## src/design/srx_pkg.sv

```systemverilog
/*
  Package for the serial receiver/transmitter block with mute, wake-up and parity:
  register offsets, field positions, reset values and frame timing.
  Assumes a 32-bit APB slave; each register sits in the low bits of an aligned word.
*/
package srx_pkg;
  // Register byte offsets
  localparam logic [7:0] SRX_OFF_STATUS = 8'h00;
  localparam logic [7:0] SRX_OFF_DATA   = 8'h04;
  localparam logic [7:0] SRX_OFF_CTRL1  = 8'h08;
  localparam logic [7:0] SRX_OFF_CTRL2  = 8'h0C;
  localparam logic [7:0] SRX_OFF_BAUD   = 8'h10;
  localparam logic [7:0] SRX_OFF_SYS    = 8'h14;
  // Status fields
  localparam int SRX_ST_TXE  = 7;
  localparam int SRX_ST_TC   = 6;
  localparam int SRX_ST_RXF  = 5;
  localparam int SRX_ST_IDLE = 4;
  localparam int SRX_ST_OR   = 3;
  localparam int SRX_ST_NF   = 2;
  localparam int SRX_ST_FE   = 1;
  localparam int SRX_ST_PE   = 0;
  localparam logic [7:0] SRX_STATUS_RST = 8'hC0;
  // Control one fields
  localparam int SRX_C1_R8   = 7;
  localparam int SRX_C1_T8   = 6;
  localparam int SRX_C1_LONG = 4;
  localparam int SRX_C1_WAKE = 3;
  localparam int SRX_C1_PCE  = 2;
  localparam int SRX_C1_PS   = 1;
  localparam int SRX_C1_PIE  = 0;
  localparam logic [7:0] SRX_C1_WMASK = 8'h5F;
  // Control two fields
  localparam int SRX_C2_TIE  = 7;
  localparam int SRX_C2_TX_DONE_IRQ_EN = 6;
  localparam int SRX_C2_RIE  = 5;
  localparam int SRX_C2_QUIET_LINE_IRQ_EN = 4;
  localparam int SRX_C2_TE   = 3;
  localparam int SRX_C2_RE   = 2;
  localparam int SRX_C2_RWU  = 1;
  // System register fields: global mask, wait, halt
  localparam int SRX_SY_MASK = 0;
  localparam int SRX_SY_WAIT = 1;
  localparam int SRX_SY_HALT = 2;
  localparam logic [2:0] SRX_SYS_RST = 3'h1;
  // Oversampling: 16 ticks a bit, sampled in the middle
  localparam logic [3:0] SRX_OVS_LAST = 4'hF;
  localparam logic [3:0] SRX_OVS_MID  = 4'h7;
  localparam logic [7:0] SRX_BAUD_RST = 8'h00;
  // Receiver and transmitter frame states
  typedef enum logic [1:0] {
    SRX_IDLE  = 2'b00,
    SRX_START = 2'b01,
    SRX_DATA  = 2'b10,
    SRX_STOP  = 2'b11
  } srx_state_e;
  // One received word and its quality
  typedef struct packed {
    logic [8:0] data;
    logic       noise;
    logic       frame_err;
    logic       par_err;
  } srx_word_s;
endpackage : srx_pkg

```

## src/design/srx_top.sv

```systemverilog
/*
  Serial interface with receiver muting, idle/address wake-up, byte parity,
  status flags with sequence clears, low-power mode handling and a shared interrupt.
  Assumes an APB master on pclk, and rx line synchronous to pclk.
*/
// Functional notes
// - While muted, no receive flag sets and receive interrupts stay quiet.
// - Muted receiver wakes on idle line or address mark per wake select.
// - Idle-line wake clears mute bit without setting the idle flag.
// - Address mark (data MSB one) clears mute and sets rx full flag.
// - Address mark looks at data MSB, never the parity bit.
// - Frame is start, payload, stop; payload 8 or 9 bits, parity taking last.
// - Even parity makes ones count of low data bits plus parity even.
// - Odd parity makes that ones count odd.
// - With parity on, transmitter sends parity instead of payload MSB.
// - Parity failure sets parity flag, interrupting when its enable is set.
// - Wait mode keeps operating; enabled interrupt requests wake from wait.
// - Halt stops transfers, freezes registers, never wakes the device.
// - All events except noise and framing fault share one interrupt, each gated by enable and global mask.
// - Tx empty sets on transfer to shifter, clears by status then data write.
// - Tx done sets after data characters only, clears by status then write.
// - Rx full sets on new word; receive flags clear by status then data read.
// - Idle flag sets on idle line, not again until a new word arrives.
// - Overrun keeps holding buffer, overwrites shifter, sets overrun flag.
// - Noise flag sets with rx full and has no interrupt of its own.
// - Framing fault without own interrupt; overrun hides framing fault.
// - Status reads C0 after reset.
// - Long word bit selects eight or nine data bits between start and stop.
// - With address-mark wake, software cannot change mute while rx full set.
`timescale 1ns/1ps
module srx_top
  import srx_pkg::*;
#(
  parameter int OVS_DIV = 4
) (
  // APB clock and reset
  input  wire logic        pclk,
  input  wire logic        presetn,
  // APB slave
  input  wire logic        psel,
  input  wire logic        penable,
  input  wire logic        pwrite,
  input  wire logic [7:0]  paddr,
  input  wire logic [31:0] pwdata,
  output logic [31:0]      prdata,
  output logic             pready,
  output logic             pslverr,
  // Serial line
  input  wire logic        rx_line,
  output logic             tx_line,
  // Interrupt and wake towards the CPU
  output logic             irq_r,
  output logic             wake_r
);
  if (OVS_DIV < 1 || OVS_DIV > 256) $error("OVS_DIV out of range");

  ////////////////////////////////////////////////////////////////////////
  // Registers
  logic [7:0] status_r, ctrl1_r, ctrl2_r, baud_r;
  logic [2:0] sys_r;
  logic [8:0] rx_hold_r, tx_hold_r;
  logic       tx_pend_r;
  logic       st_seen_r;   // Status read armed the clear sequence
  logic [7:0] st_snap_r;   // Flags as seen by that read
  logic       idle_arm_r;  // Idle flag allowed to set again

  wire halt    = sys_r[SRX_SY_HALT];
  wire long_w  = ctrl1_r[SRX_C1_LONG];
  wire par_en  = ctrl1_r[SRX_C1_PCE];
  wire par_odd = ctrl1_r[SRX_C1_PS];
  wire muted   = ctrl2_r[SRX_C2_RWU];

  wire acc    = psel && penable && !halt;  // Halt freezes the register file
  wire wr     = acc && pwrite;
  wire rd     = acc && !pwrite;
  wire st_rd  = rd && paddr == SRX_OFF_STATUS;
  wire dat_rd = rd && paddr == SRX_OFF_DATA;
  wire dat_wr = wr && paddr == SRX_OFF_DATA;

  // Parity over the 7 or 8 low data bits
  function automatic logic par_of(input logic [8:0] d, input logic lw, input logic odd);
    logic p;
    p = lw ? ^d[7:0] : ^d[6:0];
    return p ^ odd;
  endfunction : par_of

  ////////////////////////////////////////////////////////////////////////
  // Oversampling tick: 16 per bit
  logic [7:0] div_r;
  logic       tick;
  always_ff @(posedge pclk or negedge presetn) begin
    if (!presetn) begin
      div_r <= 8'h00;
    end else if (!halt) begin
      div_r <= (div_r >= 8'(OVS_DIV - 1)) ? 8'h00 : div_r + 8'h01;
    end
  end
  assign tick = !halt && div_r == 8'h00;  // Halt stops both directions

  ////////////////////////////////////////////////////////////////////////
  // Receiver
  srx_state_e rx_st_r;
  logic [3:0] rx_ovs_r, rx_bit_r;
  logic [8:0] rx_sh_r;
  logic [2:0] rx_smp_r;
  logic       rx_noise_r;
  logic [3:0] idle_cnt_r;
  logic       rx_done, idle_det;
  srx_word_s  rx_w;
  wire [3:0]  nbits = long_w ? 4'h9 : 4'h8;
  wire        rx_en = ctrl2_r[SRX_C2_RE];

  // Majority sampling around mid bit; disagreement is noise
  wire maj   = (rx_smp_r[0] & rx_smp_r[1]) | (rx_smp_r[1] & rx_smp_r[2]) | (rx_smp_r[0] & rx_smp_r[2]);
  wire disag = !(&rx_smp_r) && (|rx_smp_r);

  always_ff @(posedge pclk or negedge presetn) begin
    if (!presetn) begin
      rx_st_r    <= SRX_IDLE;
      rx_ovs_r   <= 4'h0;
      rx_bit_r   <= 4'h0;
      rx_sh_r    <= 9'h000;
      rx_smp_r   <= 3'h7;
      rx_noise_r <= 1'b0;
    end else if (tick) begin
      rx_smp_r <= {rx_smp_r[1:0], rx_line};
      rx_ovs_r <= rx_ovs_r + 4'h1;
      case (rx_st_r)
        SRX_IDLE: begin
          if (rx_en && !rx_line) begin  // Phase runs free in idle to time the quiet line
            rx_ovs_r   <= 4'h0;
            rx_st_r    <= SRX_START;
            rx_noise_r <= 1'b0;
            rx_bit_r   <= 4'h0;
          end
        end
        SRX_START: if (rx_ovs_r == SRX_OVS_MID + 4'h1) begin
          if (maj) rx_st_r <= SRX_IDLE;  // False start
          rx_noise_r <= disag;
        end else if (rx_ovs_r == SRX_OVS_LAST) begin
          rx_st_r <= SRX_DATA;
        end
        SRX_DATA: if (rx_ovs_r == SRX_OVS_MID + 4'h1) begin
          rx_sh_r    <= long_w ? {maj, rx_sh_r[8:1]} : {1'b0, maj, rx_sh_r[7:1]};  // LSB first
          rx_noise_r <= rx_noise_r | disag;
          rx_bit_r   <= rx_bit_r + 4'h1;
        end else if (rx_ovs_r == SRX_OVS_LAST && rx_bit_r == nbits) begin
          rx_st_r <= SRX_STOP;
        end
        SRX_STOP: if (rx_ovs_r == SRX_OVS_MID + 4'h1) begin
          rx_st_r <= SRX_IDLE;
        end
        default: rx_st_r <= SRX_IDLE;
      endcase
    end
  end
  assign rx_done = tick && rx_st_r == SRX_STOP && rx_ovs_r == SRX_OVS_MID + 4'h1;

  // Word as completed: stop bit low is a framing fault or break
  always_comb begin
    rx_w           = '0;
    rx_w.data      = rx_sh_r;
    rx_w.noise     = rx_noise_r | disag;
    rx_w.frame_err = !maj;
    rx_w.par_err   = par_en && (par_of(rx_sh_r, long_w, par_odd) != (long_w ? rx_sh_r[8] : rx_sh_r[7]));
  end

  // Idle line: a full character time of ones, 10 or 11 bits
  always_ff @(posedge pclk or negedge presetn) begin
    if (!presetn) begin
      idle_cnt_r <= 4'h0;
    end else if (tick && rx_ovs_r == SRX_OVS_LAST) begin
      if (!rx_en || rx_st_r != SRX_IDLE || !rx_line) idle_cnt_r <= 4'h0;
      else if (idle_cnt_r != 4'hF) idle_cnt_r <= idle_cnt_r + 4'h1;
    end
  end
  assign idle_det = tick && rx_ovs_r == SRX_OVS_LAST && rx_st_r == SRX_IDLE && rx_line && rx_en
                    && idle_cnt_r == (long_w ? 4'hA : 4'h9);

  // Address mark is the data MSB, below the parity bit when parity is on
  wire addr_mark = long_w ? (par_en ? rx_w.data[7] : rx_w.data[8]) : (par_en ? rx_w.data[6] : rx_w.data[7]);
  wire wake_sel  = ctrl1_r[SRX_C1_WAKE];
  wire wake_idle = muted && !wake_sel && idle_det;
  wire wake_addr = muted && wake_sel && rx_done && addr_mark;
  wire rx_live   = rx_done && (!muted || wake_addr);           // Muted words are dropped
  wire to_hold   = rx_live && !status_r[SRX_ST_RXF];

  ////////////////////////////////////////////////////////////////////////
  // Transmitter
  srx_state_e tx_st_r;
  logic [3:0] tx_ovs_r, tx_bit_r;
  logic [8:0] tx_sh_r;
  logic       tx_is_pre_r, tx_done, tx_load, te_q_r;
  wire        tx_en = ctrl2_r[SRX_C2_TE];

  // Payload with MSB replaced by parity
  function automatic logic [8:0] tx_word(input logic [8:0] d, input logic lw, input logic pe, input logic odd);
    logic [8:0] w;
    w = d;
    if (pe && lw) w[8] = par_of(d, lw, odd);
    if (pe && !lw) w[7] = par_of(d, lw, odd);
    return w;
  endfunction : tx_word

  assign tx_load = tx_st_r == SRX_IDLE && tick && tx_en && te_q_r && tx_pend_r;  // Preamble goes first
  always_ff @(posedge pclk or negedge presetn) begin
    if (!presetn) begin
      tx_st_r     <= SRX_IDLE;
      tx_ovs_r    <= 4'h0;
      tx_bit_r    <= 4'h0;
      tx_sh_r     <= 9'h1FF;
      tx_line     <= 1'b1;
      tx_is_pre_r <= 1'b0;
      te_q_r      <= 1'b0;
    end else if (tick) begin
      te_q_r   <= tx_en;
      tx_ovs_r <= tx_ovs_r + 4'h1;
      case (tx_st_r)
        SRX_IDLE: begin
          tx_ovs_r <= 4'h0;
          tx_line  <= 1'b1;
          if (tx_en && !te_q_r) begin  // Enable sends an idle preamble
            tx_st_r     <= SRX_DATA;
            tx_is_pre_r <= 1'b1;
            tx_sh_r     <= 9'h1FF;
            tx_bit_r    <= 4'h0;
          end else if (tx_load) begin
            tx_st_r     <= SRX_START;
            tx_is_pre_r <= 1'b0;
            tx_sh_r     <= tx_word(tx_hold_r, long_w, par_en, par_odd);
            tx_bit_r    <= 4'h0;
            tx_line     <= 1'b0;
          end
        end
        SRX_START: if (tx_ovs_r == SRX_OVS_LAST) begin
          tx_st_r <= SRX_DATA;
          tx_line <= tx_sh_r[0];
        end
        SRX_DATA: if (tx_ovs_r == SRX_OVS_LAST) begin
          tx_sh_r  <= {1'b1, tx_sh_r[8:1]};
          tx_bit_r <= tx_bit_r + 4'h1;
          tx_line  <= (tx_bit_r + 4'h1 >= nbits) ? 1'b1 : tx_sh_r[1];
          if (tx_bit_r + 4'h1 == nbits) tx_st_r <= SRX_STOP;
        end
        SRX_STOP: if (tx_ovs_r == SRX_OVS_LAST) begin
          tx_st_r <= SRX_IDLE;
        end
        default: tx_st_r <= SRX_IDLE;
      endcase
    end
  end
  assign tx_done = tick && tx_st_r == SRX_STOP && tx_ovs_r == SRX_OVS_LAST && !tx_is_pre_r;

  ////////////////////////////////////////////////////////////////////////
  // Clear sequence: status read then data access clears flags seen set
  always_ff @(posedge pclk or negedge presetn) begin
    if (!presetn) begin
      st_seen_r <= 1'b0;
      st_snap_r <= 8'h00;
    end else if (st_rd) begin
      st_seen_r <= 1'b1;
      st_snap_r <= status_r;
    end else if (dat_rd || dat_wr) begin
      st_seen_r <= 1'b0;
    end
  end
  wire [7:0] clr_tx = (st_seen_r && dat_wr) ? (st_snap_r & status_r & 8'hC0) : 8'h00;
  wire [7:0] clr_rx = (st_seen_r && dat_rd) ? (st_snap_r & status_r & 8'h3F) : 8'h00;

  // Status flags; a setting event wins over the clear
  logic [7:0] set_v;
  always_comb begin
    set_v = 8'h00;
    set_v[SRX_ST_TXE]  = tx_load;
    set_v[SRX_ST_TC]   = tx_done;
    set_v[SRX_ST_RXF]  = to_hold;
    set_v[SRX_ST_IDLE] = !muted && idle_det && idle_arm_r;
    set_v[SRX_ST_OR]   = rx_live && status_r[SRX_ST_RXF];
    set_v[SRX_ST_NF]   = to_hold && rx_w.noise;
    set_v[SRX_ST_FE]   = to_hold && rx_w.frame_err;          // Overrun hides it
    set_v[SRX_ST_PE]   = to_hold && rx_w.par_err;
  end
  always_ff @(posedge pclk or negedge presetn) begin
    if (!presetn) status_r <= SRX_STATUS_RST;
    else if (!halt) status_r <= (status_r & ~(clr_tx | clr_rx)) | set_v;
  end

  // Idle flag re-arms only after a fresh word
  always_ff @(posedge pclk or negedge presetn) begin
    if (!presetn) idle_arm_r <= 1'b1;
    else if (to_hold) idle_arm_r <= 1'b1;
    else if (set_v[SRX_ST_IDLE] || wake_idle) idle_arm_r <= 1'b0;
  end

  // Holding buffer kept on overrun
  always_ff @(posedge pclk or negedge presetn) begin
    if (!presetn) rx_hold_r <= 9'h000;
    else if (to_hold) rx_hold_r <= rx_w.data;
  end

  // Transmit holding buffer
  always_ff @(posedge pclk or negedge presetn) begin
    if (!presetn) begin
      tx_hold_r <= 9'h000;
      tx_pend_r <= 1'b0;
    end else if (dat_wr) begin
      tx_hold_r <= {ctrl1_r[SRX_C1_T8], pwdata[7:0]};
      tx_pend_r <= 1'b1;
    end else if (tx_load) begin
      tx_pend_r <= 1'b0;
    end
  end

  ////////////////////////////////////////////////////////////////////////
  // Control registers
  always_ff @(posedge pclk or negedge presetn) begin
    if (!presetn) ctrl1_r <= 8'h00;
    else if (to_hold) ctrl1_r[SRX_C1_R8] <= rx_w.data[8];
    else if (wr && paddr == SRX_OFF_CTRL1) ctrl1_r <= (ctrl1_r & ~SRX_C1_WMASK) | (pwdata[7:0] & SRX_C1_WMASK);
  end
  wire rwu_lock = wake_sel && status_r[SRX_ST_RXF];
  always_ff @(posedge pclk or negedge presetn) begin
    if (!presetn) begin
      ctrl2_r <= 8'h00;
    end else if (wake_idle || wake_addr) begin
      ctrl2_r[SRX_C2_RWU] <= 1'b0;
    end else if (wr && paddr == SRX_OFF_CTRL2) begin
      ctrl2_r <= {pwdata[7:2], rwu_lock ? ctrl2_r[SRX_C2_RWU] : pwdata[1], pwdata[0]};
    end
  end
  always_ff @(posedge pclk or negedge presetn) begin
    if (!presetn) baud_r <= SRX_BAUD_RST;
    else if (wr && paddr == SRX_OFF_BAUD) baud_r <= pwdata[7:0];
  end
  // System register stays writable in halt so software can leave it
  always_ff @(posedge pclk or negedge presetn) begin
    if (!presetn) sys_r <= SRX_SYS_RST;
    else if (psel && penable && pwrite && paddr == SRX_OFF_SYS) sys_r <= pwdata[2:0];
  end

  ////////////////////////////////////////////////////////////////////////
  // Shared interrupt: receive sources silent while muted
  wire req = (status_r[SRX_ST_TXE] && ctrl2_r[SRX_C2_TIE])
          || (status_r[SRX_ST_TC] && ctrl2_r[SRX_C2_TX_DONE_IRQ_EN])
          || (!muted && (status_r[SRX_ST_RXF] || status_r[SRX_ST_OR]) && ctrl2_r[SRX_C2_RIE])
          || (!muted && status_r[SRX_ST_IDLE] && ctrl2_r[SRX_C2_QUIET_LINE_IRQ_EN])
          || (!muted && status_r[SRX_ST_PE] && ctrl1_r[SRX_C1_PIE]);
  always_ff @(posedge pclk or negedge presetn) begin
    if (!presetn) begin
      irq_r  <= 1'b0;
      wake_r <= 1'b0;
    end else begin
      irq_r  <= req && !sys_r[SRX_SY_MASK];
      wake_r <= req && sys_r[SRX_SY_WAIT] && !halt;
    end
  end

  ////////////////////////////////////////////////////////////////////////
  // APB: zero wait states, error on offsets above the system register
  always_ff @(posedge pclk or negedge presetn) begin
    if (!presetn) begin
      prdata  <= 32'h0000_0000;
      pready  <= 1'b0;
      pslverr <= 1'b0;
    end else begin
      pready  <= psel && !penable;
      pslverr <= psel && !penable && paddr > SRX_OFF_SYS;
      if (psel && !penable && !pwrite) begin
        case (paddr)
          SRX_OFF_STATUS: prdata <= {24'h0, status_r};
          SRX_OFF_DATA:   prdata <= {24'h0, rx_hold_r[7:0]};
          SRX_OFF_CTRL1:  prdata <= {24'h0, ctrl1_r};
          SRX_OFF_CTRL2:  prdata <= {24'h0, ctrl2_r};
          SRX_OFF_BAUD:   prdata <= {24'h0, baud_r};
          SRX_OFF_SYS:    prdata <= {29'h0, sys_r};
          default:        prdata <= 32'h0000_0000;
        endcase
      end
    end
  end
endmodule : srx_top

```

## config.mk

```make
export PLATFORM = sky130hd
export DESIGN_NAME = srx_top
export DESIGN_NICKNAME = d
export VERILOG_FILES = /design/src/design/srx_pkg.sv /design/src/design/srx_top.sv
export SDC_FILE = /design/constraint.sdc
export NUM_CORES = 1
export LEC_CHECK = 0
export BUFFER_PORTS_ARGS = -buffer_cell sky130_fd_sc_hd__buf_2
export CORE_ASPECT_RATIO = 1.75
export CORE_UTILIZATION = 37
export DETAILED_ROUTE_END_ITERATION = 10
export PLACE_DENSITY = 0.59
export SETUP_SLACK_MARGIN = 0.3
export SLEW_MARGIN = 20
export SYNTH_ARGS = -nofsm -noshare
export SYNTH_HDL_FRONTEND = slang
export SYNTH_SLANG_ARGS = --single-unit
```

## constraint.sdc

```tcl
create_clock -name pclk -period 4.2 [get_ports pclk]
set_input_delay 1.26 -clock pclk [delete_from_list [all_inputs] [get_ports pclk]]
set_output_delay 1.26 -clock pclk [all_outputs]
set_load 0.01 [all_outputs]
```

==> run metrics <==
chip width 105.8 µm; # IOs 83; clk_lat worst skew 0.42 ns; worst hold path type reg -> reg; Post-Syn Area 0.006979 mm²; RSZ-0062 raised after global routing no; Initial Util 0.3773; Final setup viols 0; post-synthesis mux area share 0.1375; Reg area 0.003299 mm²; TritonCTS Buffers 17; DP Wirelength 11.73 mm; global-route wire length before repair 26.54 mm; H-tree depth 4; DRT iter0 DRCs 135; port buffer count 34; max-cap viol count 0; Switching Fraction 0.2937; Clock Path Buffers 2; top post-synthesis cells by area dfrtp_1 (41%), mux2_2 (11%), dfstp_2 (6.4%); DR vias 4964; commonest non-fill, non-tap cell in the layout dfrtp_1; DRC errors left 0; async set-reset flop share out of synthesis 1.000; Tot GR Track Use 0.1779; P_int 0.002639 W; WP data required 4.51 ns; layout cell share with drive strength beyond 1 0.2525; P_sw 0.001098 W; WL per Instance 17.12 µm; Final period util 0.6873; vias in the first global route 5106; post-route setup TNS 0 ns; Detailed Route WL 16.08 mm; simple-gate share of the synthesized area 0.1470; CTS tree done; post-cts sizing count 0; syn_area_per_cell 10.70 µm²; Synth Area in Compound Gates 0.1262; Worst setup EP type flip-flop; Synth Instances 652; critical-path maximum fanout 12; commonest non-fill, non-tap cells in the layout dfrtp_1 (114), mux2_2 (66), nand2_1 (63), o21ai_0 (56), buf_2 (33); leakage 3.653 nW; Die ar. 0.01944 mm²; peak supply drop 303.0 µV; largest family of logic cells by synthesized area simple AND/OR/NAND/NOR gates; Hold Buf Count CTS 0; CP arrival 3.19 ns; XOR/XNOR Fraction of Synth Area 0.02582; Top FF cell, synth dfrtp_1; Combinational Power Share 0.174; Area Overhead vs Synth 13.52%; core footprint 0.01850 mm²; Fill cells 1806; clock power share 0.419; Synth area leader dfrtp_1; nets 754; initial antenna violation count 0; Tmin final 2.887 ns; Synth cell types 72; CTS sink count 131; Yosys reg bits 131; post-route ant nets 0; Fin Clk Skew 0.008998 ns; adder-cell area share of the yosys netlist 0.03586; DR vias/cell 5.286; ant diodes 0; Total Power 0.003737 W; Achievable Freq 346.4 MHz; clock slew seen by the registers of the worst setup and hold paths 0.07 ns; grt total ovfl 0; Worst setup SP type input pin; gp weighted congestion 0.8541; std cell rows 66; root buf cell clkbuf_16; Max Transition Viols Final 0; Post-CTS Setup Bufs 0; yosys warns 0; number of flops mapped to enable cells by yosys 0; worst slew pin tran 0.8278 ns; status finished clean; Pre-antenna DRT Iters 4; top-area cell type share of the netlist area 0.4087; largest net degree at the start of global routing 44; Max-slew headroom 0.4470; multi-input combinational cell area 0.003387 mm²; Die Y 183.7 µm; sequential fraction of the synthesis area 0.4728; Seq pwr share 0.407; Fin. Hold Viols 0; PD cells 471.6 mW/mm²; CP Class in -> reg
[stage by stage]
step / util / instance area (µm²) / cells / hold WS (ns) / worst slack [ns]
2_1_floorplan: - / 7066 / 675 / 0.4423 / 1.403
3_3_place_gp: 0.3946 / 7300 / 907 / 0.4563 / 0.9458
3_5_place_dp: 0.3946 / 7300 / 907 / 0.4661 / 0.9144
4_1_cts: 0.4283 / 7923 / 939 / 0.4766 / 1.362
5_1_grt: 0.4283 / 7923 / 939 / 0.4927 / 1.187
6_report: 0.4283 / 7923 / 939 / 0.4699 / 1.313
[cells in the mapped netlist (4+ instances only)]
library cell	n
o22a_1	4
buf_4	25
nand3_1	22
nor2b_1	8
ha_1	20
dfrtp_1	114
mux2_4	5
a31oi_1	4
and2_1	9
nor3_1	6
buf_2	6
a22oi_1	11
or2_2	5
o31ai_1	5
nor2_1	30
nand4_1	6
inv_1	26
xnor2_1	15
a22o_1	7
o211ai_1	4
a21oi_1	11
nand2b_1	7
dfstp_2	17
mux2i_1	13
clkbuf_1	12
nand2_1	63
o21ai_0	56
mux2_2	66
and3_1	9
[path summary, 6_finish.rpt]
kind / slack (ns) / cells after the start / endpoint / startpoint
min in group asynchronous: 0.82 / 1 / tx_bit_r[1] / presetn
min: 0.47 / 2 / tx_line / tx_line
max: 1.31 / 5 / tx_hold_r[6] / paddr[1]
min reg2reg: 0.47 / 2 / tx_line / tx_line
max in group asynchronous: 2.44 / 2 / rx_smp_r[2] / presetn
max reg2reg: 1.57 / 6 / tx_bit_r[2] / tx_st_r[0]
[critical path: stages]
cell     delay, ns
buf_2         0.10
nor3_1        0.43
and3b_1       0.42
and3_1        0.57
mux2_2        0.40
[per-layer routing]
| layer | vias to the layer above | part of all wire | track usage |
|---|---|---|---|
| met4 | 0 | 0.038 | 0.09444 |
| met5 | - | 0 | 0 |
| met1 | 2463 | 0.38 | 0.1910 |
| met3 | 37 | 0.025 | 0.03368 |
| met2 | 116 | 0.55 | 0.3260 |
| li1 | 2348 | - | - |
[power groups by stage]
stage	Clock (W)	Sequential [W]	Combinational, W
after global placement	0	0.00153	0.000621
after CTS	0.00159	0.00152	0.000654
after floorplan	0	0.00151	0.000494
after global routing	0.00164	0.00154	0.000737
final	0.00157	0.00152	0.000649
after detailed placement	0	0.00154	0.000647
[sequential cells by signal, indices dropped and copies added (netlist names), 2 cells and up, named ones only]
register and cells:
sys_r 3, tx_bit_r 4, baud_r 8, ctrl2_r 8, st_snap_r 8, tx_sh_r 9
tx_st_r 2, status_r 8, rx_bit_r 4, tx_hold_r 9, prdata 8, idle_cnt_r 4
ctrl1_r 7, div_r 8, rx_sh_r 9, rx_smp_r 3, rx_hold_r 8, tx_ovs_r 4
rx_ovs_r 4
[cells by family after synthesis]
kind of cell	after synthesis
AOI/OAI and AO/OA	130
xor gates and xnor gates	19
adders and majority gates	20
buffers and inverters	72
DFF	131
muxes	85
other	1
and+or+nand+nor	194
[final cells by class]
cell class | count | area share
tap | 238 | 0.03759
multi-input combinational | 472 | 0.4275
timing repair buffer | 40 | 0.02748
clock inverter | 11 | 0.01927
inverter | 26 | 0.01232
sequential | 131 | 0.4165
clock buffer | 21 | 0.05938
Power figures use the tool's default switching activity.
